===== config.mk =====
export PLATFORM = sky130hd
export DESIGN_NAME = exv_ctrl
export DESIGN_NICKNAME = d
export VERILOG_FILES = /design/src/design/exv_pkg.sv /design/src/design/exv_ctrl.sv
export VERILOG_INCLUDE_DIRS = /design/src /design/src/design
export SDC_FILE = /design/constraint.sdc
export NUM_CORES = 1
export LEC_CHECK = 0
export ABC_CLOCK_PERIOD_IN_PS = 2300
export BUFFER_PORTS_ARGS = -buffer_cell sky130_fd_sc_hd__buf_2
export CAP_MARGIN = 20
export CORE_MARGIN = 5
export CORE_UTILIZATION = 43
export CTS_CLUSTER_SIZE = 14
export DETAILED_ROUTE_END_ITERATION = 10
export PLACE_DENSITY = 0.79
export SLEW_MARGIN = 40
export SYNTH_ARGS = -nofsm -noshare
export SYNTH_HDL_FRONTEND = slang
export SYNTH_SLANG_ARGS = --single-unit

===== constraint.sdc =====
create_clock -name i_clk -period 2.3 [get_ports i_clk]
set_input_delay 0.46 -clock i_clk [delete_from_list [all_inputs] [get_ports i_clk]]
set_output_delay 0.46 -clock i_clk [all_outputs]
set_load 0.01 [all_outputs]

===== src/design/exv_map.svh =====
// Purpose: Constants for the exception vector and priority unit.
// Assumes: Vector numbers 0..32, two-byte vector table entries.
// Notes:   Vector numbers and table size live here as macros; trap span and entry shift are literals in the design.
`ifndef EXV_MAP_SVH
`define EXV_MAP_SVH

// =====================================================================
// Vector numbers
`define EXV_VEC_RESET      6'h00
`define EXV_VEC_NMI        6'h07
`define EXV_VEC_TRAP_BASE  6'h08
`define EXV_VEC_ABRK       6'h0c
`define EXV_VEC_SLEEP      6'h0d
`define EXV_VEC_EXT_LINE_0 6'h0e
`define EXV_VEC_IRQ1       6'h0f
`define EXV_VEC_IRQ2       6'h10
`define EXV_VEC_IRQ3       6'h11
`define EXV_VEC_WAKEUP     6'h12
`define EXV_VEC_CLK_OVF    6'h13
`define EXV_VEC_TMR8       6'h16
`define EXV_VEC_SER1       6'h17
`define EXV_VEC_TWI        6'h18
`define EXV_VEC_ADC        6'h19
`define EXV_VEC_MTMR0      6'h1a
`define EXV_VEC_MTMR1      6'h1b
`define EXV_VEC_ITEM_A     6'h1d
`define EXV_VEC_SER2       6'h20

// =====================================================================
// Table geometry and low-voltage option
`define EXV_NUM_VEC        33
`define EXV_ENTRY_SHIFT    1
`define EXV_LVD_PRESENT    1'b1

`endif


===== src/design/exv_pkg.sv =====
// Purpose: Types shared by the exception vector and priority unit.
// Assumes: Source flags are on-chip levels on the system clock.
// Notes:   Grouped event bits are ORed inside the unit.
package exv_pkg;

  // ===================================================================
  // Interrupt source bundle
  typedef struct packed {
    logic       nmi;         // Nonmaskable pin interrupt.
    logic       addr_break;  // Address-break condition met.
    logic       external_request_line_0; // External request line 0.
    logic       low_volt;    // Low-voltage detection.
    logic       irq1;
    logic       irq2;
    logic       irq3;
    logic       wakeup;      // Wakeup pin interrupt, any pin.
    logic       clk_ovf;     // Clock counter overflow.
    logic [2:0] tmr8;        // Compare A, compare B, overflow.
    logic [3:0] ser1;        // Rx full, tx empty, tx end, rx error.
    logic [5:0] twi;         // Two-wire bus interface events.
    logic       adc;         // Converter done.
    logic       mtmr0;       // Multi-channel timer group 0.
    logic       mtmr1;       // Multi-channel timer group 1.
    logic       item_a;      // Second free-running timer overflow.
    logic [3:0] ser2;        // Second serial channel events.
  } exv_src_t;

  // ===================================================================
  // Vector handed to the core
  typedef struct packed {
    logic [5:0]  num;
    logic [15:0] addr;
  } exv_vec_t;

  // ===================================================================
  // Sequencer states, one-hot
  typedef enum logic [2:0] {
    EXV_HOLD = 3'b001,
    EXV_RSTV = 3'b010,
    EXV_RUN  = 3'b100
  } exv_state_t;

endpackage : exv_pkg


===== src/design/exv_ctrl.sv =====
// Purpose: Reset, trap and interrupt sequencing with vector selection.
// Assumes: Core gives boundary pulses, mask bit, trap and sleep pulses.
// Notes:   Vector offered on o_vec_valid stands until i_vec_ack, i_wdt_ovf or the reset pin going low.
`timescale 1ns/1ps
`include "exv_map.svh"

module exv_ctrl
(
  input  wire logic             i_clk,
  input  wire logic             i_rst,
  input  wire logic             i_reset_pin_n,
  input  wire logic             i_wdt_ovf,
  input  wire logic             i_boundary,
  input  wire logic             i_imask,
  input  wire logic             i_trap,
  input  wire logic [1:0]       i_trap_op,
  input  wire logic             i_sleep_dt,
  input  wire exv_pkg::exv_src_t i_src,
  input  wire logic             i_vec_ack,
  output logic                  o_core_rst,
  output logic                  o_vec_valid,
  output exv_pkg::exv_vec_t     o_vec
);

  // ===================================================================
  // Pin synchroniser
  logic                pin_meta;
  logic                pin_sync;

  // The pin is asynchronous; only pin_sync feeds logic.
  always_ff @(posedge i_clk)
  begin
    if (i_rst)
    begin
      pin_meta <= 1'b0;
      pin_sync <= 1'b0;
    end
    else
    begin
      pin_meta <= i_reset_pin_n;
      pin_sync <= pin_meta;
    end
  end

  // ===================================================================
  // Request vector, indexed by vector number
  logic [`EXV_NUM_VEC-1:0] req;
  logic                    trap_pend;
  logic [1:0]              trap_num;
  logic                    sleep_pend;
  logic                    mask_ok;

  always_comb
  begin
    req = '0;
    // Mask gate
    // Mask gates maskables.
    mask_ok = ~i_imask;
    req[`EXV_VEC_NMI]    = i_src.nmi;
    req[`EXV_VEC_ABRK]   = i_src.addr_break;
    // Trap vectors
    // Operand picks vector.
    req[`EXV_VEC_TRAP_BASE + {4'h0, trap_num}] = trap_pend;
    req[`EXV_VEC_SLEEP]  = sleep_pend & mask_ok;
    req[`EXV_VEC_EXT_LINE_0] = mask_ok & (i_src.external_request_line_0 |
                           (i_src.low_volt & `EXV_LVD_PRESENT));
    req[`EXV_VEC_IRQ1]   = mask_ok & i_src.irq1;
    req[`EXV_VEC_IRQ2]   = mask_ok & i_src.irq2;
    req[`EXV_VEC_IRQ3]   = mask_ok & i_src.irq3;
    req[`EXV_VEC_WAKEUP] = mask_ok & i_src.wakeup;
    req[`EXV_VEC_CLK_OVF] = mask_ok & i_src.clk_ovf;
    req[`EXV_VEC_TMR8]   = mask_ok & (|i_src.tmr8);
    req[`EXV_VEC_SER1]   = mask_ok & (|i_src.ser1);
    req[`EXV_VEC_TWI]    = mask_ok & (|i_src.twi);
    req[`EXV_VEC_ADC]    = mask_ok & i_src.adc;
    req[`EXV_VEC_MTMR0]  = mask_ok & i_src.mtmr0;
    req[`EXV_VEC_MTMR1]  = mask_ok & i_src.mtmr1;
    req[`EXV_VEC_ITEM_A] = mask_ok & i_src.item_a;
    req[`EXV_VEC_SER2]   = mask_ok & (|i_src.ser2);
  end

  // ===================================================================
  // Priority encoder
  logic       win_any;
  logic [5:0] win_num;

  // Scan from the top so the lowest number is left standing.
  // Lowest number wins.
  always_comb
  begin
    win_any = 1'b0;
    win_num = 6'h00;
    for (int k = `EXV_NUM_VEC - 1; k >= 0; k--)
    begin
      if (req[k])
      begin
        win_any = 1'b1;
        win_num = 6'(k);
      end
    end
  end

  // ===================================================================
  // Sequencer
  exv_pkg::exv_state_t state;
  exv_pkg::exv_state_t next_state;
  logic                next_vec_valid;
  logic [5:0]          next_vec_num;
  logic                next_trap_pend;
  logic [1:0]          next_trap_num;
  logic                next_sleep_pend;
  logic                taken;
  logic [5:0]          vec_num;

  // A trap or sleep pulse in the cycle its latch clears is kept:
  // setting is applied after the clear.
  always_comb
  begin
    next_state      = state;
    next_vec_valid  = o_vec_valid;
    next_vec_num    = vec_num;
    next_trap_pend  = trap_pend;
    next_trap_num   = trap_num;
    next_sleep_pend = sleep_pend;
    taken           = o_vec_valid & i_vec_ack;
    if (taken && vec_num >= `EXV_VEC_TRAP_BASE &&
        vec_num <= `EXV_VEC_TRAP_BASE + 6'h03)
      next_trap_pend = 1'b0;
    if (taken && vec_num == `EXV_VEC_SLEEP)
      next_sleep_pend = 1'b0;
    if (i_trap)
    begin
      next_trap_pend = 1'b1;
      next_trap_num  = i_trap_op;
    end
    if (i_sleep_dt)
      next_sleep_pend = 1'b1;
    if (taken)
      next_vec_valid = 1'b0;
    unique case (state)
      exv_pkg::EXV_HOLD:
      begin
        next_vec_valid = 1'b0;
        if (pin_sync)
          next_state = exv_pkg::EXV_RSTV;
      end
      exv_pkg::EXV_RSTV:
      begin
        next_vec_valid  = ~taken;
        next_vec_num    = `EXV_VEC_RESET;
        next_trap_pend  = 1'b0;
        next_sleep_pend = 1'b0;
        if (taken)
          next_state = exv_pkg::EXV_RUN;
      end
      exv_pkg::EXV_RUN:
      begin
        if (i_boundary && !o_vec_valid && win_any)
        begin
          next_vec_valid = 1'b1;
          next_vec_num   = win_num;
        end
      end
    endcase
    if (!pin_sync || i_wdt_ovf)
    begin
      next_state      = exv_pkg::EXV_HOLD;
      next_vec_valid  = 1'b0;
      next_trap_pend  = 1'b0;
      next_sleep_pend = 1'b0;
    end
  end

  always_ff @(posedge i_clk)
  begin
    if (i_rst)
    begin
      state       <= exv_pkg::EXV_HOLD;
      o_vec_valid <= 1'b0;
      vec_num     <= 6'h00;
      trap_pend   <= 1'b0;
      trap_num    <= 2'h0;
      sleep_pend  <= 1'b0;
    end
    else
    begin
      state       <= next_state;
      o_vec_valid <= next_vec_valid;
      vec_num     <= next_vec_num;
      trap_pend   <= next_trap_pend;
      trap_num    <= next_trap_num;
      sleep_pend  <= next_sleep_pend;
    end
  end

  // ===================================================================
  // Outputs
  // Entry at twice number.
  assign o_vec = '{num:  vec_num,
                   addr: {9'h000, vec_num, 1'b0}};
  // Core is held while the sequencer sits in the hold state.
  assign o_core_rst = (state == exv_pkg::EXV_HOLD);

endmodule : exv_ctrl


==> results of run 1 <==
## routing by layer
layer / vias to the layer above / GRT usage, % / share of wire (%)
met5: - / 0 / 0
met4: 0 / 1.86 / 0.59
met3: 2 / 4.89 / 6.4
met2: 31 / 30.1 / 55
met1: 518 / 17.1 / 38
li1: 582 / - / -
## cells in the mapped netlist (3+ instances only)
cell type / count
nor4_1: 3
nand3_1: 5
a21oi_1: 9
nor3_1: 5
dfxtp_1: 16
nand2_1: 5
nor2_1: 16
nor2b_1: 4
nand4_1: 5
buf_4: 16
o211ai_1: 3
o21ai_0: 3
or3_1: 3
inv_1: 6
## report_power, final
| group | internal (mW) | switching, mW | leakage (nW) |
|---|---|---|---|
| clock | 0.0606 | 0.0785 | 0.0138 |
| sequential | 0.281 | 0.00308 | 0.130 |
| combinational | 0.0460 | 0.0581 | 0.455 |
| total | 0.388 | 0.140 | 0.598 |
## area by class of cell
cell class / instances / area [µm²]
Tap cell: 30 / 37.5
Sequential cell: 16 / 320
Clock buffer: 3 / 22.5
Fill cell: 243 / 1120
Inverter: 6 / 22.5
Timing Repair Buffer: 54 / 270
Multi-Input combinational cell: 104 / 682
## cell families (layout without fill, tap and decap cells)
family                 Yosys count  count (layout)  synth area share, %
AO/OA/AOI/OAI                   35              35                 24.7
buffers and inverters           24              63                 13.4
flip-flops                      16              16                 28.6
multiplexers                     2               2                 1.79
other                            1              10                0.335
AND/OR/NAND/NOR                 57              57                 31.1
## final timing paths
check | endpoint | slack (ns) | cells past startpoint
max reg2reg | vec_num[3]$_SDFFE_PP0P_ | 0.34 | 5
min reg2reg | state[0]$_SDFFE_PP1P_ | 0.45 | 1
max | vec_num[3]$_SDFFE_PP0P_ | 0.33 | 6
min | pin_meta$_SDFF_PP0_ | 0.39 | 2
## metrics by stage
step	worst slack, ns	area [µm²]	std cells
2_1_floorplan	0.342	1150	144
3_3_place_gp	0.103	1330	210
3_5_place_dp	0.0298	1330	210
4_1_cts	0.316	1360	213
5_1_grt	0.171	1360	213
6_report	0.330	1360	213
## state kept, by name, indices dropped and copies added, names as in the netlist
register	flops
vec_num	6
state	3
trap_num	2
o_vec_valid	1
pin_meta	1
pin_sync	1
sleep_pend	1
trap_pend	1
==> impl_metrics.json, run 1 <==
{
  "layout_common_cells": "54 x buf_2, 16 x nor2_1, 16 x dfxtp_1",
  "vdd_ir_drop_max_mv": 0.417,
  "ios": 65,
  "power_mw": 0.527,
  "yosysUniqueCellTypes": 43,
  "finalHoldViolations": 0,
  "fin_crit_sh_pct": 85.7,
  "hold_buffers": 0,
  "fmax_mhz": 508,
  "fp.dieW_um": 61.0,
  "synth-seq-cells": 16,
  "yosysTopAreaCell": "dfxtp_1",
  "clockBufferDepth": 2,
  "slowest_stage": "o41ai_4",
  "syn_inst": 135,
  "post_cts_resized": 0,
  "worstSetupStartpoint": "i_src[15]",
  "ys_seq_area_share_pct": 28.6,
  "grt_max_degree": 13,
  "grt_setup_unrepaired": "false",
  "via_count": 1133,
  "htree_num_levels": 1,
  "power_density_nw_per_um2": 389,
  "fin_nets": 226,
  "holdWs_ns": 0.386,
  "worst_slew_pin_slew_ns": 0.570,
  "grt_pass1_wl_um": 4350,
  "wl_um": 2900,
  "post-route-util_pct": 54.7,
  "crit_required_ns": 2.47,
  "fp.dieH_um": 61.0,
  "coreArea_um2": 2480,
  "drv_slew": 0,
  "syn_area_um2": 1120,
  "crit_arrival_ns": 2.14,
  "grt-ovfl-total": 0,
  "grt_pass1_vias": 1042,
  "skew_ns": 0.00925,
  "cap_violations": 0,
  "path_max_fanout": 10,
  "die_area_um2": 3720,
  "clock_latency_ns": 0.28,
  "synth_top_cell_area_share_pct": 28.6,
  "dp_hpwl_um": 2500,
  "num_rows": 18,
  "ant_nets": 0,
  "synth_enable_flop_cells": 0,
  "antenna_found_initial": 0,
  "grt_usage_pct": 15.6,
  "setup_violations": 0,
  "area_growth_pct": 21.1,
  "numCtsBuffers": 3,
  "tns_ns": 0,
  "min_period_ns": 1.97,
  "power_leakage_nw": 0.598,
  "yosys_warnings": 0,
  "hold_path.class": "in -> reg",
  "clock_sinks": 16,
  "drt-initial-drc-count": 15,
  "crit_type": "in -> reg",
  "drc": 0,
  "critPathTopFamily": "compound AO/OA/AOI/OAI gates",
  "relSlewSlack_pct": 61.8,
  "min_from": "i_reset_pin_n",
  "routed_via_density": 5.32,
  "path_cells": "buf_2 > nor4_4 > a41oi_2 > o41ai_4 > and2_4 > o31ai_1",
  "initial_utilization_pct": 45.2,
  "clk_pin_slew_ns": 0.09,
  "status": "finished clean",
  "tritoncts": "done",
  "cp-start-kind": "input pin",
  "wl_per_cell_um": 13.6,
  "synth_flop_cell": "dfxtp_1",
  "rr_startpoint": "sleep_pend$_SDFFE_PP0P_",
  "async_reset_ff_share_pct": 0,
  "final_common_cell": "buf_2",
  "postCtsSetupRepairBufs": 0,
  "syn_area_per_cell_um2": 8.29,
  "end_kind": "register",
  "drive_above_1_share_pct": 36.1,
  "n_antenna_cell": 0,
  "max_stage_delay_ns": 0.63,
  "dr.pass1.iters": 4,
  "io_buffers": 54,
  "clockRootBuffer": "clkbuf_4",
  "cp_num_buf_inv": 1,
  "globalplace.congestion": 0.754,
  "synthTopCellsByArea": "dfxtp_1 29%, buf_4 11%, nor2_1 5.4%"
}
No activity file was read; power rests on OpenSTA's default activity.
==> run 2, diff against run 1 <==
--- a/config.mk
+++ b/config.mk
@@ -6,14 +6,16 @@
 export SDC_FILE = /design/constraint.sdc
 export NUM_CORES = 1
 export LEC_CHECK = 0
-export ABC_CLOCK_PERIOD_IN_PS = 2300
+export ABC_AREA = 1
+export ABC_CLOCK_PERIOD_IN_PS = 1800
 export BUFFER_PORTS_ARGS = -buffer_cell sky130_fd_sc_hd__buf_2
 export CAP_MARGIN = 20
+export CORE_ASPECT_RATIO = 1.2
 export CORE_MARGIN = 5
-export CORE_UTILIZATION = 43
+export CORE_UTILIZATION = 39
 export CTS_CLUSTER_SIZE = 14
 export DETAILED_ROUTE_END_ITERATION = 10
-export PLACE_DENSITY = 0.79
+export PLACE_DENSITY = 0.75
 export SLEW_MARGIN = 40
 export SYNTH_ARGS = -nofsm -noshare
 export SYNTH_HDL_FRONTEND = slang
==> constraint.sdc (replaced) <==
create_clock -name i_clk -period 1.8 [get_ports i_clk]
set_input_delay 0.36 -clock i_clk [delete_from_list [all_inputs] [get_ports i_clk]]
set_output_delay 0.36 -clock i_clk [all_outputs]
set_load 0.01 [all_outputs]
==> run 2 against run 1 <==
Net effect: first-iteration DRC count increased by 67%; setup slack better by 0.0014 ns; critical endpoint is now o_vec_valid$_SDFFE_PP0P_; power up 39%.
==> impl_metrics.json, run 2 <==
{
  "status": "finished clean",
  "clockRootBuffer": "clkbuf_4",
  "crit_arrival_ns": 1.66,
  "grt_usage_pct": 13.8,
  "initial_utilization_pct": 40.4,
  "fin_nets": 275,
  "hold_buffers": 0,
  "largest-register": "vec_num",
  "numCtsBuffers": 3,
  "synthTopCellsByArea": "dfxtp_1 28%, nand2_1 11%, buf_4 11%",
  "clock_sinks": 16,
  "num_rows": 21,
  "final_common_cell": "buf_2",
  "syn_area_per_cell_um2": 6.35,
  "syn_inst": 177,
  "reg2reg_setup_slack_ns": 0.38,
  "crit_required_ns": 1.99,
  "drv_slew": 0,
  "path_max_fanout": 7,
  "fin_crit_sh_pct": 81.6,
  "via_count": 1195,
  "reg.largest.list": "vec_num x6, state x3, trap_num x2",
  "htree_num_levels": 1,
  "die_area_um2": 4060,
  "placed_area_um2": 1390,
  "ant_nets": 0,
  "fp.dieW_um": 59.0,
  "layout_common_cells": "54 x buf_2, 34 x nand2_1, 28 x inv_1",
  "register_area_um2": 320,
  "power_density_nw_per_um2": 516,
  "globalplace.congestion": 0.809,
  "postCtsSetupRepairBufs": 0,
  "vdd_ir_drop_max_mv": 0.443,
  "cap_violations": 0,
  "crit_type": "in -> reg",
  "holdWs_ns": 0.275,
  "synth_enable_flop_cells": 0,
  "drt-initial-drc-count": 25,
  "wl_um": 2680,
  "async_reset_ff_share_pct": 0,
  "tns_ns": 0,
  "grt-ovfl-total": 0,
  "coreArea_um2": 2790,
  "grt_pass1_vias": 1103,
  "drc": 0,
  "ios": 65,
  "multi_input_area_um2": 589,
  "synth_flop_cell": "dfxtp_1",
  "dr.pass1.iters": 4,
  "dp_cells": 263,
  "antenna_found_initial": 0,
  "clk_pin_slew_ns": 0.09,
  "final_cells": 267,
  "min_period_ns": 1.47,
  "yosysUniqueCellTypes": 28,
  "largest_reg_flops": 6,
  "n_fill_cell": 303,
  "n_antenna_cell": 0,
  "post_cts_resized": 0,
  "area_growth_pct": 26.4,
  "synth_most_common_cell": "nand2_1",
  "clock_latency_ns": 0.28,
  "io_buffers": 54,
  "syn_area_um2": 1120,
  "clockBufferDepth": 2,
  "hold_path.class": "in -> reg",
  "tritoncts": "done",
  "synth-seq-cells": 16,
  "yosysTopAreaCell": "dfxtp_1",
  "synth_top_cell_area_share_pct": 28.5,
  "finalHoldViolations": 0,
  "yosys_warnings": 0,
  "cp-start-kind": "input pin",
  "relSlewSlack_pct": 66.6,
  "end_kind": "register",
  "design_area_um2": 1420,
  "drive_above_1_share_pct": 32.2,
  "skew_ns": 0.00472,
  "worst_slew_pin_slew_ns": 0.497,
  "setup_violations": 0,
  "fin_ws_ns": 0.331,
  "grt_pass1_wl_um": 4280,
  "synthTopCellsByCount": "34 x nand2_1, 28 x inv_1, 25 x nor2_1",
  "fp.dieH_um": 68.8,
  "grt_setup_unrepaired": "false",
  "grt_max_degree": 10,
  "dp_hpwl_um": 2350,
  "ys_seq_area_share_pct": 28.5,
  "routed_via_density": 4.48,
  "fmax_mhz": 681,
  "wl_per_cell_um": 10.0,
  "dp_worst_setup_slack_ns": 0.0191,
  "power_leakage_nw": 0.822
}
[run 2: cell families after synthesis]
family,count (synthesis),synth area share (%)
other cells,1,0.333
compound gates,30,16.1
simple gates,83,32.9
flops,16,28.5
buf+inv,47,22.1
[run 2: worst paths after layout]
| kind | startpoint | endpoint | depth (start not counted) |
|---|---|---|---|
| setup / recovery | i_src[9] | o_vec_valid$_SDFFE_PP0P_ | 12 |
| setup reg to reg | trap_pend$_SDFFE_PP0P_ | o_vec_valid$_SDFFE_PP0P_ | 10 |
| hold reg to reg | pin_meta$_SDFF_PP0_ | pin_sync$_SDFF_PP0_ | 2 |
| hold / removal | i_reset_pin_n | pin_meta$_SDFF_PP0_ | 3 |
[run 2: layout make-up]
type	instances	share of cell area, %
well taps	34	2.99
multi-input cells	123	41.5
repair buffers	60	22.2
inverters	30	8.27
clock buffers	4	2.55
flip-flops and latches	16	22.5
[run 2: metal layers]
metal / share of wire [%] / GRT usage (%) / up-vias
met5: 0 / 0 / -
met4: 1.7 / 5.38 / 0
met1: 41 / 15.4 / 502
met3: 7.0 / 4.28 / 5
met2: 50 / 24.3 / 33
li1: - / - / 655
[run 2: stage by stage]
step | util, % | power [mW]
final | 51.0 | 0.734
after global routing | 51.0 | 0.789
after CTS | 51.0 | 0.741
after detailed placement | 49.7 | 0.512
after global placement | 49.7 | 0.510
after floorplan | - | 0.460
[run 2: where the power goes]
part / switching, mW / internal, mW / leakage (nW)
logic: 0.0760 / 0.0659 / 0.671
clock network: 0.107 / 0.123 / 0.0210
registers: 0.00288 / 0.359 / 0.130
total: 0.186 / 0.548 / 0.822
[run 2: worst max-delay path, cell delays in order]
cell	delay [ns]
buf_2	0.09
or2_1	0.23
o21ai_1	0.18
nand2_1	0.12
nor2_2	0.13
nand4_1	0.11
nand4_2	0.13
nand2_4	0.07
clkinv_4	0.07
o21ai_1	0.06
nand3_1	0.06
inv_1	0.04
==> run 3, diff against run 2 <==
--- a/config.mk
+++ b/config.mk
@@ -6,16 +6,16 @@
 export SDC_FILE = /design/constraint.sdc
 export NUM_CORES = 1
 export LEC_CHECK = 0
-export ABC_AREA = 1
-export ABC_CLOCK_PERIOD_IN_PS = 1800
+export ABC_AREA = 0
+export ABC_CLOCK_PERIOD_IN_PS = 1400
 export BUFFER_PORTS_ARGS = -buffer_cell sky130_fd_sc_hd__buf_2
 export CAP_MARGIN = 20
 export CORE_ASPECT_RATIO = 1.2
 export CORE_MARGIN = 5
-export CORE_UTILIZATION = 39
+export CORE_UTILIZATION = 43
 export CTS_CLUSTER_SIZE = 14
 export DETAILED_ROUTE_END_ITERATION = 10
-export PLACE_DENSITY = 0.75
+export PLACE_DENSITY = 0.79
 export SLEW_MARGIN = 40
 export SYNTH_ARGS = -nofsm -noshare
 export SYNTH_HDL_FRONTEND = slang
==> constraint.sdc (replaced) <==
create_clock -name i_clk -period 1.4 [get_ports i_clk]
set_input_delay 0.28 -clock i_clk [delete_from_list [all_inputs] [get_ports i_clk]]
set_output_delay 0.28 -clock i_clk [all_outputs]
set_load 0.01 [all_outputs]
==> run 3 against run 2 <==
Net effect: the run now ends with setup timing left; power grew 37%; global-route usage grew 6.1 points; die area shrank 8.3%; cell area grew 24%; highest routed layer unchanged; critical path depth shrank 7; clock-buffer cell count is the same; clock power grew 30%; largest power group unchanged.
==> impl_metrics.json, run 3 (synthesized netlist as in run 1, its figures left out) <==
{
  "status": "finished, violations left",
  "failed_checks": "setup timing",
  "reg2reg_to": "vec_num[4]$_SDFFE_PP0P_",
  "design_area_um2": 1770,
  "crit_type": "reg -> reg",
  "grt_pass1_vias": 1438,
  "clk_pin_slew_ns": 0.09,
  "fin_crit_sh_pct": 119,
  "multi_input_area_um2": 774,
  "coreArea_um2": 2530,
  "grt-ovfl-total": 0,
  "placed_area_um2": 1590,
  "tritoncts": "done",
  "dp_hpwl_um": 2900,
  "initial_utilization_pct": 44.3,
  "drt-initial-drc-count": 47,
  "hold-path-cell-count": 2,
  "fp.dieH_um": 65.9,
  "slowest_stage": "or3b_4",
  "finalHoldViolations": 0,
  "n_fill_cell": 215,
  "drive_above_1_share_pct": 55.2,
  "dr.pass1.iters": 4,
  "reg2reg_setup_slack_ns": -0.26,
  "final_cells": 254,
  "via_count": 1324,
  "num_rows": 20,
  "drv_slew": 0,
  "fmax_mhz": 603,
  "skew_ns": 0.00120,
  "htree_num_levels": 1,
  "die_area_um2": 3730,
  "clock_latency_ns": 0.28,
  "ant_nets": 0,
  "cap_violations": 0,
  "power_density_nw_per_um2": 569,
  "clockRootBuffer": "clkbuf_4",
  "fin_nets": 263,
  "wl_per_cell_um": 14.4,
  "post-route-util_pct": 69.9,
  "n_antenna_cell": 0,
  "cp-start-kind": "register",
  "hold_path.class": "in -> reg",
  "power_leakage_nw": 0.830,
  "grt_pass1_wl_um": 6050,
  "path_cells": "or3b_4 > nor3b_4 > o41ai_4 > and2_4 > o41ai_2",
  "wl_um": 3670,
  "antenna_found_initial": 0,
  "area_growth_pct": 57.9,
  "largest_reg_flops": 6,
  "grt_max_degree": 10,
  "holdPathEnd": "pin_meta$_SDFF_PP0_",
  "hold_buffers": 0,
  "path_max_fanout": 4,
  "largest-register": "vec_num",
  "final_common_cell": "buf_2",
  "reg.largest.list": "vec_num x6, state x3, trap_num x2",
  "power_mw": 1.01,
  "min_period_ns": 1.66,
  "vdd_ir_drop_max_mv": 0.607,
  "drc": 0,
  "fp.dieW_um": 56.6,
  "end_kind": "register",
  "crit_required_ns": 1.58,
  "globalplace.congestion": 0.951,
  "io_buffers": 54,
  "tns_ns": -1.40,
  "dp_cells": 246,
  "layout_common_cells": "52 x buf_2, 36 x buf_4, 16 x nor2_1",
  "routed_via_density": 5.21,
  "rr_startpoint": "state[1]$_SDFFE_PP0P_",
  "numCtsBuffers": 3,
  "grt_setup_unrepaired": "true",
  "max_stage_delay_ns": 0.40,
  "clockBufferDepth": 2,
  "setup_violations": 9,
  "worstSetupStartpoint": "state[1]$_SDFFE_PP0P_",
  "crit_arrival_ns": 1.84,
  "grt_usage_pct": 19.9,
  "reg2reg_depth": 5,
  "fin_ws_ns": -0.259,
  "register_area_um2": 328,
  "ios": 65,
  "min_from": "i_reset_pin_n",
  "clock_sinks": 16
}
-- run 3: cell types whose count changed in the layout (fill, tap and decap cells not counted), sizes merged, moves of 4 or more --
cell,change
o21ai,-10
inv,-23
buf,+31
nor4,+4
nor2,-10
nand2,-33
nor2b,+4
nand3,-6
-- run 3: cell type report --
cell class | count | area share, %
clock buffers | 4 | 2.05
multi-input cells | 104 | 43.8
well taps | 33 | 2.34
flip-flops and latches | 16 | 18.6
repair buffers | 91 | 31.9
inverters | 6 | 1.27
-- run 3: report_power, final --
group | leakage [nW] | internal [mW] | switching, mW | total [mW]
Combinational | 0.678 | 0.122 | 0.121 | 0.243
Clock | 0.0210 | 0.158 | 0.140 | 0.298
Sequential | 0.131 | 0.460 | 0.00441 | 0.464
Total | 0.830 | 0.740 | 0.266 | 1.01
-- run 3: stage by stage --
stage,setup slack (ns),hold slack (ns)
6_report,-0.259,0.216
4_1_cts,-0.236,0.197
3_5_place_dp,-0.471,0.429
3_3_place_gp,-0.377,0.422
2_1_floorplan,-0.351,0.381
5_1_grt,-0.319,0.231
-- run 3: what timing repair did --
action,in CTS,in global routing
setup buffers,2,2
setup endpoints to repair,9,9
pin swaps,10,4
resized for setup,14,9
-- run 3: metal layers --
metal  track usage (%)  vias up  share of wire [%]
li1                  -      649                  -
met1              21.3      613                 38
met2              38.3       54                 53
met3              3.91        8                7.6
met4              6.53        0                1.6
met5                 0        -                  0
-- run 3: worst max-delay path by stage --
stage / endpoint / cells past startpoint
2_1_floorplan: vec_num[4]$_SDFFE_PP0P_ / 5
3_3_place_gp: vec_num[4]$_SDFFE_PP0P_ / 7
5_1_grt: vec_num[4]$_SDFFE_PP0P_ / 5
3_5_place_dp: vec_num[4]$_SDFFE_PP0P_ / 7
4_1_cts: vec_num[0]$_SDFFE_PP0P_ / 5
6_report: vec_num[4]$_SDFFE_PP0P_ / 5
-- run 3: worst max-delay path, delay by kind of cell, from the launching register on --
kind / cells / cell delay, ns
AO/OA/AOI/OAI: 2 / 0.42
flip-flops: 1 / 0.33
AND/OR/NAND/NOR: 3 / 0.80
